## src/design/lpm_cfg.svh

```systemverilog
`ifndef LPM_CFG_SVH
`define LPM_CFG_SVH

// register byte offsets
`define LPM_ADR_SYS_CTRL_ONE 8'h00
`define LPM_ADR_SYS_CTRL_TWO 8'h04
`define LPM_ADR_IRQ_ENABLE   8'h08
`define LPM_ADR_IRQ_CTRL     8'h0C
`define LPM_ADR_STATUS       8'h10
`define LPM_ADR_RESUME_PC    8'h14

// sys_ctrl_one fields
`define LPM_ONE_STOP_BIT     7
`define LPM_ONE_RELSEL_BIT   6
`define LPM_ONE_WUT_LSB      4
// sys_ctrl_two fields
`define LPM_TWO_FAST_OSC_BIT 7
`define LPM_TWO_SLOW_OSC_BIT 6
`define LPM_TWO_SYSCLK_BIT   5
`define LPM_TWO_CPU_HALT_BIT 4
`define LPM_TWO_GATE_BIT     2
// irq control fields
`define LPM_IRQ_MASTER_BIT   0
`define LPM_IRQ_TB_ON_BIT    1
`define LPM_IRQ_TBSEL_LSB    4
`define LPM_TB_IRQ_INDEX     6

// reset values
`define LPM_RST_SYS_CTRL_ONE 8'h00
`define LPM_RST_SYS_CTRL_TWO 8'h80
`define LPM_RST_IRQ_ENABLE   8'h00
`define LPM_RST_IRQ_CTRL     8'h00

// resume address advance past the mode-start instruction
`define LPM_PC_ADVANCE       16'h0002

// clock in MHz and warm-up times in microseconds
`define LPM_CLK_MHZ          25
`define LPM_WU_FAST_0_US     12288
`define LPM_WU_FAST_1_US     4096
`define LPM_WU_FAST_2_US     3072
`define LPM_WU_FAST_3_US     1024
`define LPM_WU_SLOW_0_US     750000
`define LPM_WU_SLOW_1_US     250000
`define LPM_WU_SLOW_2_US     5850
`define LPM_WU_SLOW_3_US     1950
`define LPM_WU_CNT_W         25

`endif

```

## src/design/lpm_pkg.sv

```systemverilog
`default_nettype none

package lpm_pkg;

    typedef enum logic [2:0] {
        lpm_run,
        lpm_stop,
        lpm_warmup,
        lpm_cpu_halt,
        lpm_gated_halt
    } lpm_phase_type;

    typedef enum logic [1:0] {
        lpm_single_clock_run,
        lpm_dual_clock_fast_run,
        lpm_slow_run_fast_off,
        lpm_slow_run_fast_on
    } lpm_run_mode_type;

endpackage

`default_nettype wire

```

## src/design/lpm_ctrl.sv

```systemverilog
`include "lpm_cfg.svh"
`default_nettype none

module lpm_ctrl #(
    parameter int          IRQ_N     = 8,
    parameter int          TB_SRC_N  = 8,
    parameter int unsigned WU_FAST_0 = `LPM_WU_FAST_0_US * `LPM_CLK_MHZ,
    parameter int unsigned WU_FAST_1 = `LPM_WU_FAST_1_US * `LPM_CLK_MHZ,
    parameter int unsigned WU_FAST_2 = `LPM_WU_FAST_2_US * `LPM_CLK_MHZ,
    parameter int unsigned WU_FAST_3 = `LPM_WU_FAST_3_US * `LPM_CLK_MHZ,
    parameter int unsigned WU_SLOW_0 = `LPM_WU_SLOW_0_US * `LPM_CLK_MHZ,
    parameter int unsigned WU_SLOW_1 = `LPM_WU_SLOW_1_US * `LPM_CLK_MHZ,
    parameter int unsigned WU_SLOW_2 = `LPM_WU_SLOW_2_US * `LPM_CLK_MHZ,
    parameter int unsigned WU_SLOW_3 = `LPM_WU_SLOW_3_US * `LPM_CLK_MHZ
) (
    // clock and reset
    input  wire logic                i_clk,
    input  wire logic                i_arst_n,
    // wishbone slave
    input  wire logic                i_wb_cyc,
    input  wire logic                i_wb_stb,
    input  wire logic                i_wb_we,
    input  wire logic [7:0]          i_wb_adr,
    input  wire logic [31:0]         i_wb_dat,
    input  wire logic [3:0]          i_wb_sel,
    output logic      [31:0]         o_wb_dat,
    output logic                     o_wb_ack,
    // wake sources
    input  wire logic                i_stop_wake,
    input  wire logic [TB_SRC_N-1:0] i_tb_src,
    // cpu side
    input  wire logic [15:0]         i_instr_pc,
    input  wire logic [IRQ_N-1:0]    i_irq_latch,
    input  wire logic                i_wdt_irq,
    // clock and halt control
    output logic                     o_fast_osc_on,
    output logic                     o_slow_osc_on,
    output logic                     o_core_halt,
    output logic                     o_tg_clear,
    output logic                     o_cpu_wdt_halt,
    output logic                     o_periph_clk_gate,
    // resume signalling
    output logic                     o_resume,
    output logic                     o_irq_service,
    output logic                     o_tb_latch_set,
    output logic      [15:0]         o_resume_pc,
    output logic      [1:0]          o_run_mode
);

    localparam int TBSEL_W = (TB_SRC_N > 1) ? $clog2(TB_SRC_N) : 1;
    localparam int WU_W    = `LPM_WU_CNT_W;

    typedef struct packed {
        lpm_pkg::lpm_phase_type phase;
        logic [7:0]             sys_ctrl_one;
        logic [7:0]             sys_ctrl_two;
        logic [IRQ_N-1:0]       irq_enable_flags;
        logic [7:0]             irq_ctrl;
        logic [15:0]            resume_pc;
        logic [WU_W-1:0]        wu_cnt;
        logic [2:0]             wake_sync;
        logic [2:0]             tb_sync;
        logic                   ack;
        logic [31:0]            rdat;
        logic                   fast_on;
        logic                   slow_on;
        logic                   halt_all;
        logic                   cpu_halt;
        logic                   gate;
        logic                   resume;
        logic                   service;
        logic                   tb_set;
    } lpm_state_type;

    lpm_state_type st_q;
    lpm_state_type st_d;

    logic               stop_release_select;
    logic [1:0]         warmup_select;
    logic               master_irq_enable;
    logic               time_base_on;
    logic [TBSEL_W-1:0] time_base_clock_select;
    logic               dual_clock;
    logic               return_slow;
    logic               wake_rise;
    logic               tb_fall;
    logic               irq_wake;

    assign stop_release_select    = st_q.sys_ctrl_one[`LPM_ONE_RELSEL_BIT];
    assign warmup_select          = st_q.sys_ctrl_one[`LPM_ONE_WUT_LSB +: 2];
    assign master_irq_enable      = st_q.irq_ctrl[`LPM_IRQ_MASTER_BIT];
    assign time_base_on           = st_q.irq_ctrl[`LPM_IRQ_TB_ON_BIT];
    assign time_base_clock_select = st_q.irq_ctrl[`LPM_IRQ_TBSEL_LSB +: TBSEL_W];
    assign dual_clock             = st_q.sys_ctrl_two[`LPM_TWO_SLOW_OSC_BIT];
    assign return_slow            = st_q.sys_ctrl_two[`LPM_TWO_SYSCLK_BIT];
    assign wake_rise              = st_q.wake_sync[1] & ~st_q.wake_sync[2];
    assign tb_fall                = ~st_q.tb_sync[1] & st_q.tb_sync[2];
    assign irq_wake               = |(i_irq_latch & st_q.irq_enable_flags);

    // warm-up length less one, by return target and select
    function automatic logic [WU_W-1:0] wu_len(input logic slow, input logic [1:0] sel);
        logic [WU_W-1:0] len;
        case ({slow, sel})
            3'h0:    len = WU_W'(WU_FAST_0 - 1);
            3'h1:    len = WU_W'(WU_FAST_1 - 1);
            3'h2:    len = WU_W'(WU_FAST_2 - 1);
            3'h3:    len = WU_W'(WU_FAST_3 - 1);
            3'h4:    len = WU_W'(WU_SLOW_0 - 1);
            3'h5:    len = WU_W'(WU_SLOW_1 - 1);
            3'h6:    len = WU_W'(WU_SLOW_2 - 1);
            default: len = WU_W'(WU_SLOW_3 - 1);
        endcase
        return len;
    endfunction

    function automatic lpm_pkg::lpm_run_mode_type run_mode(input logic [7:0] two);
        lpm_pkg::lpm_run_mode_type m;
        if (!two[`LPM_TWO_SYSCLK_BIT]) begin
            m = two[`LPM_TWO_SLOW_OSC_BIT] ? lpm_pkg::lpm_dual_clock_fast_run : lpm_pkg::lpm_single_clock_run;
        end else begin
            m = two[`LPM_TWO_FAST_OSC_BIT] ? lpm_pkg::lpm_slow_run_fast_on : lpm_pkg::lpm_slow_run_fast_off;
        end
        return m;
    endfunction

    always_comb begin
        st_d = st_q;
        st_d.wake_sync = {st_q.wake_sync[1:0], i_stop_wake};
        st_d.tb_sync   = {st_q.tb_sync[1:0], i_tb_src[time_base_clock_select]};
        st_d.resume    = 1'h0;
        st_d.service   = 1'h0;
        st_d.tb_set    = 1'h0;

        // bus slave: one-cycle answer, unmapped reads zero
        st_d.ack = 1'h0;
        if (i_wb_cyc && i_wb_stb && !st_q.ack) begin
            st_d.ack  = 1'h1;
            st_d.rdat = 32'h0000_0000;
            case (i_wb_adr)
                `LPM_ADR_SYS_CTRL_ONE: st_d.rdat[7:0] = st_q.sys_ctrl_one;
                `LPM_ADR_SYS_CTRL_TWO: st_d.rdat[7:0] = st_q.sys_ctrl_two;
                `LPM_ADR_IRQ_ENABLE:   st_d.rdat[IRQ_N-1:0] = st_q.irq_enable_flags;
                `LPM_ADR_IRQ_CTRL:     st_d.rdat[7:0] = st_q.irq_ctrl;
                `LPM_ADR_STATUS:       st_d.rdat[5:0] = {2'(run_mode(st_q.sys_ctrl_two)), 1'h0, 3'(st_q.phase)};
                `LPM_ADR_RESUME_PC:    st_d.rdat[15:0] = st_q.resume_pc;
                default:               st_d.rdat = 32'h0000_0000;
            endcase
            if (i_wb_we && i_wb_sel[0]) begin
                case (i_wb_adr)
                    `LPM_ADR_SYS_CTRL_ONE: st_d.sys_ctrl_one = i_wb_dat[7:0];
                    `LPM_ADR_SYS_CTRL_TWO: st_d.sys_ctrl_two = i_wb_dat[7:0];
                    `LPM_ADR_IRQ_ENABLE:   st_d.irq_enable_flags = i_wb_dat[IRQ_N-1:0];
                    `LPM_ADR_IRQ_CTRL:     st_d.irq_ctrl = i_wb_dat[7:0];
                    default:               st_d.ack = 1'h1;
                endcase
            end
        end

        case (st_q.phase)
            lpm_pkg::lpm_run: begin
                if (st_q.sys_ctrl_one[`LPM_ONE_STOP_BIT]) begin
                    st_d.resume_pc = i_instr_pc + `LPM_PC_ADVANCE;
                    if (stop_release_select && st_q.wake_sync[1]) begin
                        // level mode with pin already high: straight to warm-up
                        st_d.phase  = lpm_pkg::lpm_warmup;
                        st_d.wu_cnt = wu_len(return_slow, warmup_select);
                    end else begin
                        st_d.phase = lpm_pkg::lpm_stop;
                    end
                end else if (st_q.sys_ctrl_two[`LPM_TWO_CPU_HALT_BIT]) begin
                    if (i_wdt_irq) begin
                        st_d.sys_ctrl_two[`LPM_TWO_CPU_HALT_BIT] = 1'h0;
                        st_d.service = 1'h1;
                    end else begin
                        st_d.phase     = lpm_pkg::lpm_cpu_halt;
                        st_d.resume_pc = i_instr_pc + `LPM_PC_ADVANCE;
                    end
                end else if (st_q.sys_ctrl_two[`LPM_TWO_GATE_BIT]) begin
                    if (i_wdt_irq) begin
                        st_d.sys_ctrl_two[`LPM_TWO_GATE_BIT] = 1'h0;
                        st_d.service = 1'h1;
                    end else begin
                        st_d.phase     = lpm_pkg::lpm_gated_halt;
                        st_d.resume_pc = i_instr_pc + `LPM_PC_ADVANCE;
                        st_d.tb_set    = time_base_on;
                    end
                end
            end
            lpm_pkg::lpm_stop: begin
                // key wake-up inputs are not release sources here
                if (stop_release_select ? st_q.wake_sync[1] : wake_rise) begin
                    st_d.phase  = lpm_pkg::lpm_warmup;
                    st_d.wu_cnt = wu_len(return_slow, warmup_select);
                end
            end
            lpm_pkg::lpm_warmup: begin
                if (st_q.wu_cnt == '0) begin
                    st_d.phase = lpm_pkg::lpm_run;
                    st_d.sys_ctrl_one[`LPM_ONE_STOP_BIT] = 1'h0;
                    st_d.resume = 1'h1;
                end else begin
                    st_d.wu_cnt = st_q.wu_cnt - WU_W'(1);
                end
            end
            lpm_pkg::lpm_cpu_halt: begin
                if (irq_wake) begin
                    st_d.phase = lpm_pkg::lpm_run;
                    st_d.sys_ctrl_two[`LPM_TWO_CPU_HALT_BIT] = 1'h0;
                    st_d.service = master_irq_enable;
                    st_d.resume  = ~master_irq_enable;
                end
            end
            lpm_pkg::lpm_gated_halt: begin
                if (tb_fall) begin
                    st_d.phase = lpm_pkg::lpm_run;
                    st_d.sys_ctrl_two[`LPM_TWO_GATE_BIT] = 1'h0;
                    st_d.service = master_irq_enable & st_q.irq_enable_flags[`LPM_TB_IRQ_INDEX] & time_base_on;
                    st_d.resume  = ~(master_irq_enable & st_q.irq_enable_flags[`LPM_TB_IRQ_INDEX] & time_base_on);
                end
            end
            default: begin
                st_d.phase = lpm_pkg::lpm_run;
            end
        endcase

        // registered outputs follow the next phase
        st_d.halt_all = (st_d.phase == lpm_pkg::lpm_stop) || (st_d.phase == lpm_pkg::lpm_warmup);
        st_d.cpu_halt = (st_d.phase == lpm_pkg::lpm_cpu_halt);
        st_d.gate     = (st_d.phase == lpm_pkg::lpm_gated_halt);
        case (st_d.phase)
            lpm_pkg::lpm_stop: begin
                st_d.fast_on = 1'h0;
                st_d.slow_on = 1'h0;
            end
            lpm_pkg::lpm_warmup: begin
                st_d.fast_on = dual_clock ? ~return_slow : 1'h1;
                st_d.slow_on = dual_clock;
            end
            default: begin
                st_d.fast_on = st_d.sys_ctrl_two[`LPM_TWO_FAST_OSC_BIT];
                st_d.slow_on = st_d.sys_ctrl_two[`LPM_TWO_SLOW_OSC_BIT];
            end
        endcase
    end

    // reset pin restarts in single-clock fast run
    always_ff @(posedge i_clk or negedge i_arst_n) begin
        if (!i_arst_n) begin
            st_q                  <= '0;
            st_q.phase            <= lpm_pkg::lpm_run;
            st_q.sys_ctrl_one     <= `LPM_RST_SYS_CTRL_ONE;
            st_q.sys_ctrl_two     <= `LPM_RST_SYS_CTRL_TWO;
            st_q.irq_enable_flags <= '0;
            st_q.irq_ctrl         <= `LPM_RST_IRQ_CTRL;
            st_q.fast_on          <= 1'h1;
            // wake pin idles high: no false rising edge after reset
            st_q.wake_sync        <= 3'h7;
        end else begin
            st_q <= st_d;
        end
    end

    assign o_wb_ack          = st_q.ack;
    assign o_wb_dat          = st_q.rdat;
    assign o_fast_osc_on     = st_q.fast_on;
    assign o_slow_osc_on     = st_q.slow_on;
    assign o_core_halt       = st_q.halt_all;
    assign o_tg_clear        = st_q.halt_all;
    assign o_cpu_wdt_halt    = st_q.cpu_halt;
    assign o_periph_clk_gate = st_q.gate;
    assign o_resume          = st_q.resume;
    assign o_irq_service     = st_q.service;
    assign o_tb_latch_set    = st_q.tb_set;
    assign o_resume_pc       = st_q.resume_pc;
    assign o_run_mode        = 2'(run_mode(st_q.sys_ctrl_two));

    a_stop_edge_only: assert property (@(posedge i_clk) disable iff (!i_arst_n)
        (st_q.phase == lpm_pkg::lpm_stop) && !stop_release_select && !wake_rise |=> (st_q.phase == lpm_pkg::lpm_stop))
        else $error("stop left without a rising wake edge");

    a_stop_entry_high: assert property (@(posedge i_clk) disable iff (!i_arst_n)
        (st_q.phase == lpm_pkg::lpm_run) && st_q.sys_ctrl_one[`LPM_ONE_STOP_BIT] && !stop_release_select
        |=> (st_q.phase == lpm_pkg::lpm_stop) && !o_fast_osc_on && !o_slow_osc_on)
        else $error("edge mode stop entry failed");

    a_osc_restart: assert property (@(posedge i_clk) disable iff (!i_arst_n)
        (st_q.phase == lpm_pkg::lpm_warmup) |-> (o_slow_osc_on == dual_clock)
        && (o_fast_osc_on == (!dual_clock || !return_slow)))
        else $error("wrong oscillator restart set");

    a_warmup_length: assert property (@(posedge i_clk) disable iff (!i_arst_n)
        (st_q.phase == lpm_pkg::lpm_stop) ##1 (st_q.phase == lpm_pkg::lpm_warmup)
        |-> (st_q.wu_cnt == wu_len(return_slow, warmup_select)))
        else $error("warm-up length not taken from select");

    a_warmup_resume: assert property (@(posedge i_clk) disable iff (!i_arst_n)
        (st_q.phase == lpm_pkg::lpm_warmup) && (st_q.wu_cnt == '0)
        |=> o_resume && !o_core_halt && !st_q.sys_ctrl_one[`LPM_ONE_STOP_BIT] ##1 !o_resume)
        else $error("warm-up end did not resume");

    a_tg_cleared: assert property (@(posedge i_clk) disable iff (!i_arst_n)
        $fell(o_core_halt) |-> $past(o_tg_clear) && o_resume)
        else $error("timing generator not cleared before restart");

    a_resume_addr: assert property (@(posedge i_clk) disable iff (!i_arst_n)
        (st_q.phase == lpm_pkg::lpm_run) && st_q.sys_ctrl_two[`LPM_TWO_CPU_HALT_BIT] && !i_wdt_irq
        && !st_q.sys_ctrl_one[`LPM_ONE_STOP_BIT] |=> o_cpu_wdt_halt && (o_resume_pc == $past(i_instr_pc) + 16'h0002))
        else $error("halt entry address wrong");

    a_halt_release: assert property (@(posedge i_clk) disable iff (!i_arst_n)
        (st_q.phase == lpm_pkg::lpm_cpu_halt) && irq_wake
        |=> !o_cpu_wdt_halt && !st_q.sys_ctrl_two[`LPM_TWO_CPU_HALT_BIT]
        && (o_irq_service == $past(master_irq_enable)) && (o_resume != o_irq_service))
        else $error("cpu halt release wrong");

    a_wdt_blocks: assert property (@(posedge i_clk) disable iff (!i_arst_n)
        (st_q.phase == lpm_pkg::lpm_run) && !st_q.sys_ctrl_one[`LPM_ONE_STOP_BIT]
        && (st_q.sys_ctrl_two[`LPM_TWO_CPU_HALT_BIT] || st_q.sys_ctrl_two[`LPM_TWO_GATE_BIT]) && i_wdt_irq
        |=> (st_q.phase == lpm_pkg::lpm_run) && o_irq_service)
        else $error("halt entered despite watchdog interrupt");

    a_gate_entry: assert property (@(posedge i_clk) disable iff (!i_arst_n)
        $rose(o_periph_clk_gate) |-> (o_tb_latch_set == $past(time_base_on)) && !o_cpu_wdt_halt)
        else $error("time-base latch not set on gated entry");

    a_gate_release: assert property (@(posedge i_clk) disable iff (!i_arst_n)
        (st_q.phase == lpm_pkg::lpm_gated_halt) && !tb_fall |=> o_periph_clk_gate)
        else $error("gated halt ended without time-base edge");

    a_level_release: assert property (@(posedge i_clk) disable iff (!i_arst_n)
        (st_q.phase == lpm_pkg::lpm_stop) && stop_release_select && st_q.wake_sync[1]
        |=> (st_q.phase == lpm_pkg::lpm_warmup) && o_core_halt)
        else $error("level release did not start warm-up");

    a_warmup_halted: assert property (@(posedge i_clk) disable iff (!i_arst_n)
        (st_q.phase == lpm_pkg::lpm_warmup) |-> o_core_halt && o_tg_clear)
        else $error("warm-up not fully halted");

    a_halt_outputs: assert property (@(posedge i_clk) disable iff (!i_arst_n)
        (st_q.phase == lpm_pkg::lpm_cpu_halt) |-> o_cpu_wdt_halt && !o_core_halt && !o_periph_clk_gate)
        else $error("cpu halt outputs wrong");

    a_gated_clocks: assert property (@(posedge i_clk) disable iff (!i_arst_n)
        (st_q.phase == lpm_pkg::lpm_gated_halt) |-> o_periph_clk_gate && !o_cpu_wdt_halt && !o_core_halt)
        else $error("gated halt outputs wrong");

    a_gated_release: assert property (@(posedge i_clk) disable iff (!i_arst_n)
        (st_q.phase == lpm_pkg::lpm_gated_halt) && tb_fall
        |=> !o_periph_clk_gate && !st_q.sys_ctrl_two[`LPM_TWO_GATE_BIT] && (o_resume != o_irq_service))
        else $error("gated halt release wrong");

    a_level_entry: assert property (@(posedge i_clk) disable iff (!i_arst_n)
        (st_q.phase == lpm_pkg::lpm_run) && st_q.sys_ctrl_one[`LPM_ONE_STOP_BIT] && stop_release_select
        && st_q.wake_sync[1] |=> (st_q.phase == lpm_pkg::lpm_warmup))
        else $error("level entry with pin high did not warm up");

endmodule

`default_nettype wire

```

## config.mk

```make
export PLATFORM = sky130hd
export DESIGN_NAME = lpm_ctrl
export DESIGN_NICKNAME = d
export VERILOG_FILES = /design/src/design/lpm_pkg.sv /design/src/design/lpm_ctrl.sv
export VERILOG_INCLUDE_DIRS = /design/src /design/src/design
export SDC_FILE = /design/constraint.sdc
export NUM_CORES = 1
export LEC_CHECK = 0
export BUFFER_PORTS_ARGS = -buffer_cell sky130_fd_sc_hd__buf_2
export CAP_MARGIN = 20
export CORE_MARGIN = 2
export CORE_UTILIZATION = 35
export CTS_CLUSTER_SIZE = 25
export DETAILED_ROUTE_END_ITERATION = 10
export GPL_TIMING_DRIVEN = 0
export MAX_ROUTING_LAYER = met4
export PLACE_DENSITY = 0.63
export SLEW_MARGIN = 20
export SYNTH_ARGS = -nofsm -noshare
export SYNTH_HDL_FRONTEND = slang
export SYNTH_SLANG_ARGS = --single-unit
```

## constraint.sdc

```tcl
create_clock -name i_clk -period 6.5 [get_ports i_clk]
set_clock_uncertainty 0.1 [all_clocks]
set_input_delay 0.975 -clock i_clk [delete_from_list [all_inputs] [get_ports i_clk]]
set_output_delay 0.975 -clock i_clk [all_outputs]
set_load 0.02 [all_outputs]
```

Word level (Yosys, flattened, before mapping) --
Index checks and enable logic that the tools add are counted.
Word-level totals: register bits after elaboration 107, logic and storage cells 139, input port bits 83
Operators by class: muxes and demuxes 63, eq/ne operators 23, bitwise operators 10, reductions and logical operators 19, add/subtract/negate cells 2, order comparisons 1
Operators by type and width (count):
- $pmux W25 S7 | 1
- $mux W25 | 4
- $pmux W25 S3 | 1
- $mux W16 | 4
- $mux W32 | 2
- $mux W8 | 5
- $pmux W6 S6 | 1
- $mux W33 | 1
- $logic_not A25 Y1 | 1
- $sub A25 B1 Y25 const B | 1
- $mux W3 | 8
- $mux W1 | 21
- $eq A3 B2 Y1 const B | 6
- $add A16 B2 Y16 const B | 1
- $eq A8 B4 Y1 const B | 2
- $eq A8 B5 Y1 const B | 2
- $eq A3 B3 Y1 const B | 5
- $pmux W3 S5 | 1
- $mux W2 | 6
- $reduce_and A3 Y1 | 4
- $pmux W2 S5 | 1
- $eq A3 B1 Y1 const B | 3
- $and A8 B8 Y8 | 1
- $eq A8 B3 Y1 const B | 1
- other kinds (18) | 35

Longest topological paths before layout --
word-level depth 9, gate-level depth with buffers 11

Worst setup path after synthesis --
No wires, ideal clock.
path type input to register, start point in i_wb_adr[3], end point reg st_q (netlist bit o_slow_osc_on), slack 3.392 ns, required time 6.266 ns, data arrival time 2.874 ns, setup time 0.134 ns, stages 8, cells stage by stage nor4b_1 > and2_1 > clkbuf_1 > and2_1 > buf_2 > mux2_2 > mux2i_1 > o21ai_0
RTL lines:
- start, declared | RTL line lpm_ctrl.sv:23 | input wire logic [7:0] i_wb_adr,
- end signal, assigned | RTL line lpm_ctrl.sv:259 | st_q <= st_d;
- end, declared | RTL line lpm_ctrl.sv:75 | lpm_state_type st_q;

==> summary.md <==
| Metric | Value |
|---|---|
| Outcome | completed |
| Vias per std cell | 5.10 |
| Worst r2r src | st_q[47]$_DFFE_PN0P_ |
| Share of the synthesized area in the top cell type | 43.7% |
| H-tree levels | 3 |
| Area after DPL | 6700 um2 |
| Flop pwr share | 39.6% |
| DIE HEIGHT | 133 um |
| Clock root cell | clkbuf_16 |
| Mapped Cells | 615 |
| DRC | 0 |
| Max VDD drop | 150 uV |
| Critical path arrival | 3520 ps |
| CTS Buffer Depth | 2 |
| CP max FO | 9 |
| R2R setup slack | 3410 ps |
| Top cells by count, synth | 102 x dfrtp_1, 64 x nand2_1, 55 x nor2_1 |
| Critical Path Max Stage Delay | 760 ps |
| Leak Pwr | 3.32 nW |
| Worst reg-to-reg path cell count | 10 |
| Critical path class | input port to flop |
| Synth unique cells | 62 |
| CTS resizes | 0 |
| Required time of the critical path | 6630 ps |
| Yosys reg bits | 107 |
| Initial cell density of the core | 35.5% |
| Leading area contributor after synthesis | dfrtp_1 |
| Largest net degree at the start of global routing | 60 |
| Clock Latency Late Sink | 360 ps |
| GRT Util Overall | 18.2% |
| RSZ-0062 raised after global routing | no |
| Layout area overhead | 20.6% |
| CP cell instances | buf_2, nor4b_1, and2_1, clkbuf_1, and2_1, buf_2, mux2_2, mux2i_1, o21ai_0 |
| Yosys warns | 0 |
| Crit path max-delay family | simple AND/OR/NAND/NOR gates |
| Slew headroom | 42.2% |
| Core Area | 16500 um2 |
| N_diodes | 0 |
| Primary FF master, synth | dfrtp_1 |
| Sequential area share after synthesis | 45.9% |
| I/O pins | 143 |
| Net Sw Power | 0.729 mW |
| WP buf/inv | 3 |
| Rows | 47 |
| Reg2reg end | st_q[55]$_DFFE_PN0P_ |
| Post-route cell area | 7040 um2 |
| Clock power frac | 30.3% |
| Chip width | 133 um |
| Final TNS setup | 0 ps |
| Top cells by area, synth | dfrtp_1 44%, buf_4 6.6%, mux2_2 6.2% |
| Initial DRC count | 333 |
| Final setup violation count | 0 |
| Fin crit period | 3390 ps |
| HP Class | flop to flop |
| TritonCTS Buffers | 9 |
| Tcrit/Tclk final | 52.2% |
| CTS tree | built |
| Max Cap Viol | 0 |
| Switching power share of the total | 35.3% |
| Postcts setup bufs | 0 |
| Gpl congestion | 0.856 |
| Overflow after GRT | 0 |
| Sink Count | 107 |
| Total power | 2.06 mW |
| WL final | 15000 um |
| Mean Syn Cell Area | 9.50 um2 |
| DR pass1 iterations | 5 |
| Post-DRT Antenna Nets | 0 |
| Worst hold path depth | 0 |
| Worst slew pin tran | 855 ps |
| Post-Syn Area | 5840 um2 |
| Max frequency | 0.295 GHz |
| Share of cells above drive strength 1 | 30.3% |
| Die area | 17700 um2 |
| Port Buffers | 99 |
| Most numerous cell in the Yosys netlist | dfrtp_1 |
| Internal | 1.34 mW |
| Worst setup EP type | flop |
| Wire per inst | 15.6 um |
| Hold endpoint | st_d[46]$_DFF_PN1_ |
| Post-synth EDFFs | 0 |
| Crit path launch type | input port |
| HPWL Detailed | 11200 um |
| Final Hold Violating Endpoints | 0 |
| Comb pwr share | 30.2% |
| Fin nets | 826 |
| Power Dens Cells | 293 nW/um2 |
| First-pass GRT wire length | 24900 um |
| HP Start | st_d[45]$_DFF_PN1_ |
| Async set-or-reset flop fraction in the synthesized netlist | 100% |
| Total number of vias | 4924 |
| Vias in the first global route | 4738 |
| Clock transition at the registers of the reported paths | 80 ps |
| Hold buffer count at cts | 0 |
| Initial antenna violation count | 0 |
| Crit-path slowest cell | nor4b_1 |
| # fillers | 1643 |
| Final Max Tran Viols | 0 |
[kinds of logic after synthesis]
kind of cell,share of synthesized area (%)
XOR/XNOR,2.40
buffers and inverters,9.42
AND/OR/NAND/NOR,18.4
adder cells (fa/ha/maj),0.428
multiplexers,7.80
other,0.0642
AO/OA/AOI/OAI,15.6
flip-flops,45.9
[cell type report]
cell class,count,area (um2),share of cell area (%)
clock inverters,7,116,1.65
inverters,10,37.5,0.533
multi-input cells,433,2660,37.8
flip-flops and latches,107,2680,38.1
clock buffers,9,225,3.20
well taps,220,275,3.91
repair buffers,100,529,7.51
plain buffers,80,513,7.28
[worst reg2reg max path: stages, from the launching register on]
cell and delay (ps):
dfrtp_1 390, inv_1 90, ha_1 200, or3b_2 470, clkbuf_1 200, or4_4 490, o21a_4 270, o211ai_2 180
buf_2 260, buf_4 220, o21ai_0 100
[routing by layer]
layer	vias up	routed length (um)	GRT usage (%)	share of wire, %
li1	2390	-	-	-
met1	2351	6750	23.7	45
met2	156	7190	29.0	48
met3	27	759	3.31	5.0
met4	0	350	5.85	2.3
met5	-	0	-	0
[how the worst max path moves through the flow]
stage | startpoint | endpoint | slack [ps] | depth (start not counted)
floorplan | i_wb_adr[3] | o_slow_osc_on$_DFF_PN0_ | 3390 | 8
global placement | i_wb_adr[3] | o_slow_osc_on$_DFF_PN0_ | 2810 | 9
detailed placement | i_wb_adr[3] | o_slow_osc_on$_DFF_PN0_ | 2800 | 9
CTS | i_wb_adr[3] | o_slow_osc_on$_DFF_PN0_ | 3160 | 9
global route | i_wb_adr[3] | o_slow_osc_on$_DFF_PN0_ | 2880 | 9
finish | i_wb_adr[3] | o_slow_osc_on$_DFF_PN0_ | 3110 | 9
[placed cells by master, fill, tap and decap left out, types with 7 or more instances in the layout]
master     count
a21oi_1       27
a222oi_1       7
a22oi_1       13
a31oi_1       12
and2_1         7
and3_1         7
buf_2        103
buf_4         51
clkbuf_1      22
clkbuf_16      9
conb_1        16
dfrtp_1      102
inv_1          9
mux2_2        32
nand2_1       64
nand2b_1       7
nand3_1       19
nor2_1        55
nor3_1        12
nor4_1         8
o21ai_0       52
or4_1          9
xnor2_1        7
xor2_1         9
[per-stage QoR]
stage / worst slack (ps) / instances / utilization [%] / hold slack, ps
floorplan: 3390 / 630 / - / 231
global placement: 2810 / 949 / 40.5 / 235
detailed placement: 2800 / 950 / 40.7 / 249
CTS: 3160 / 966 / 42.8 / 263
global route: 2880 / 966 / 42.8 / 263
finish: 3110 / 966 / 42.8 / 262
[registers in the layout, summed over array words and instances, names as in the netlist]
name / cells
o_core_halt: 1
o_periph_clk_gate: 1
master_irq_enable: 1
o_slow_osc_on: 1
o_fast_osc_on: 1
st_d: 4
o_resume: 1
st_q: 59
o_resume_pc: 16
o_irq_service: 1
return_slow: 1
o_tb_latch_set: 1
o_wb_ack: 1
o_cpu_wdt_halt: 1
dual_clock: 1
o_wb_dat: 16
[power groups by stage]
stage | registers, mW | clock network [mW] | logic, mW
6_report | 0.817 | 0.625 | 0.622
5_1_grt | 0.831 | 0.669 | 0.691
4_1_cts | 0.817 | 0.640 | 0.625
3_5_place_dp | 0.828 | 0 | 0.624
3_3_place_gp | 0.828 | 0 | 0.612
2_1_floorplan | 0.816 | 0 | 0.432
Power figures use the tool's default switching activity.
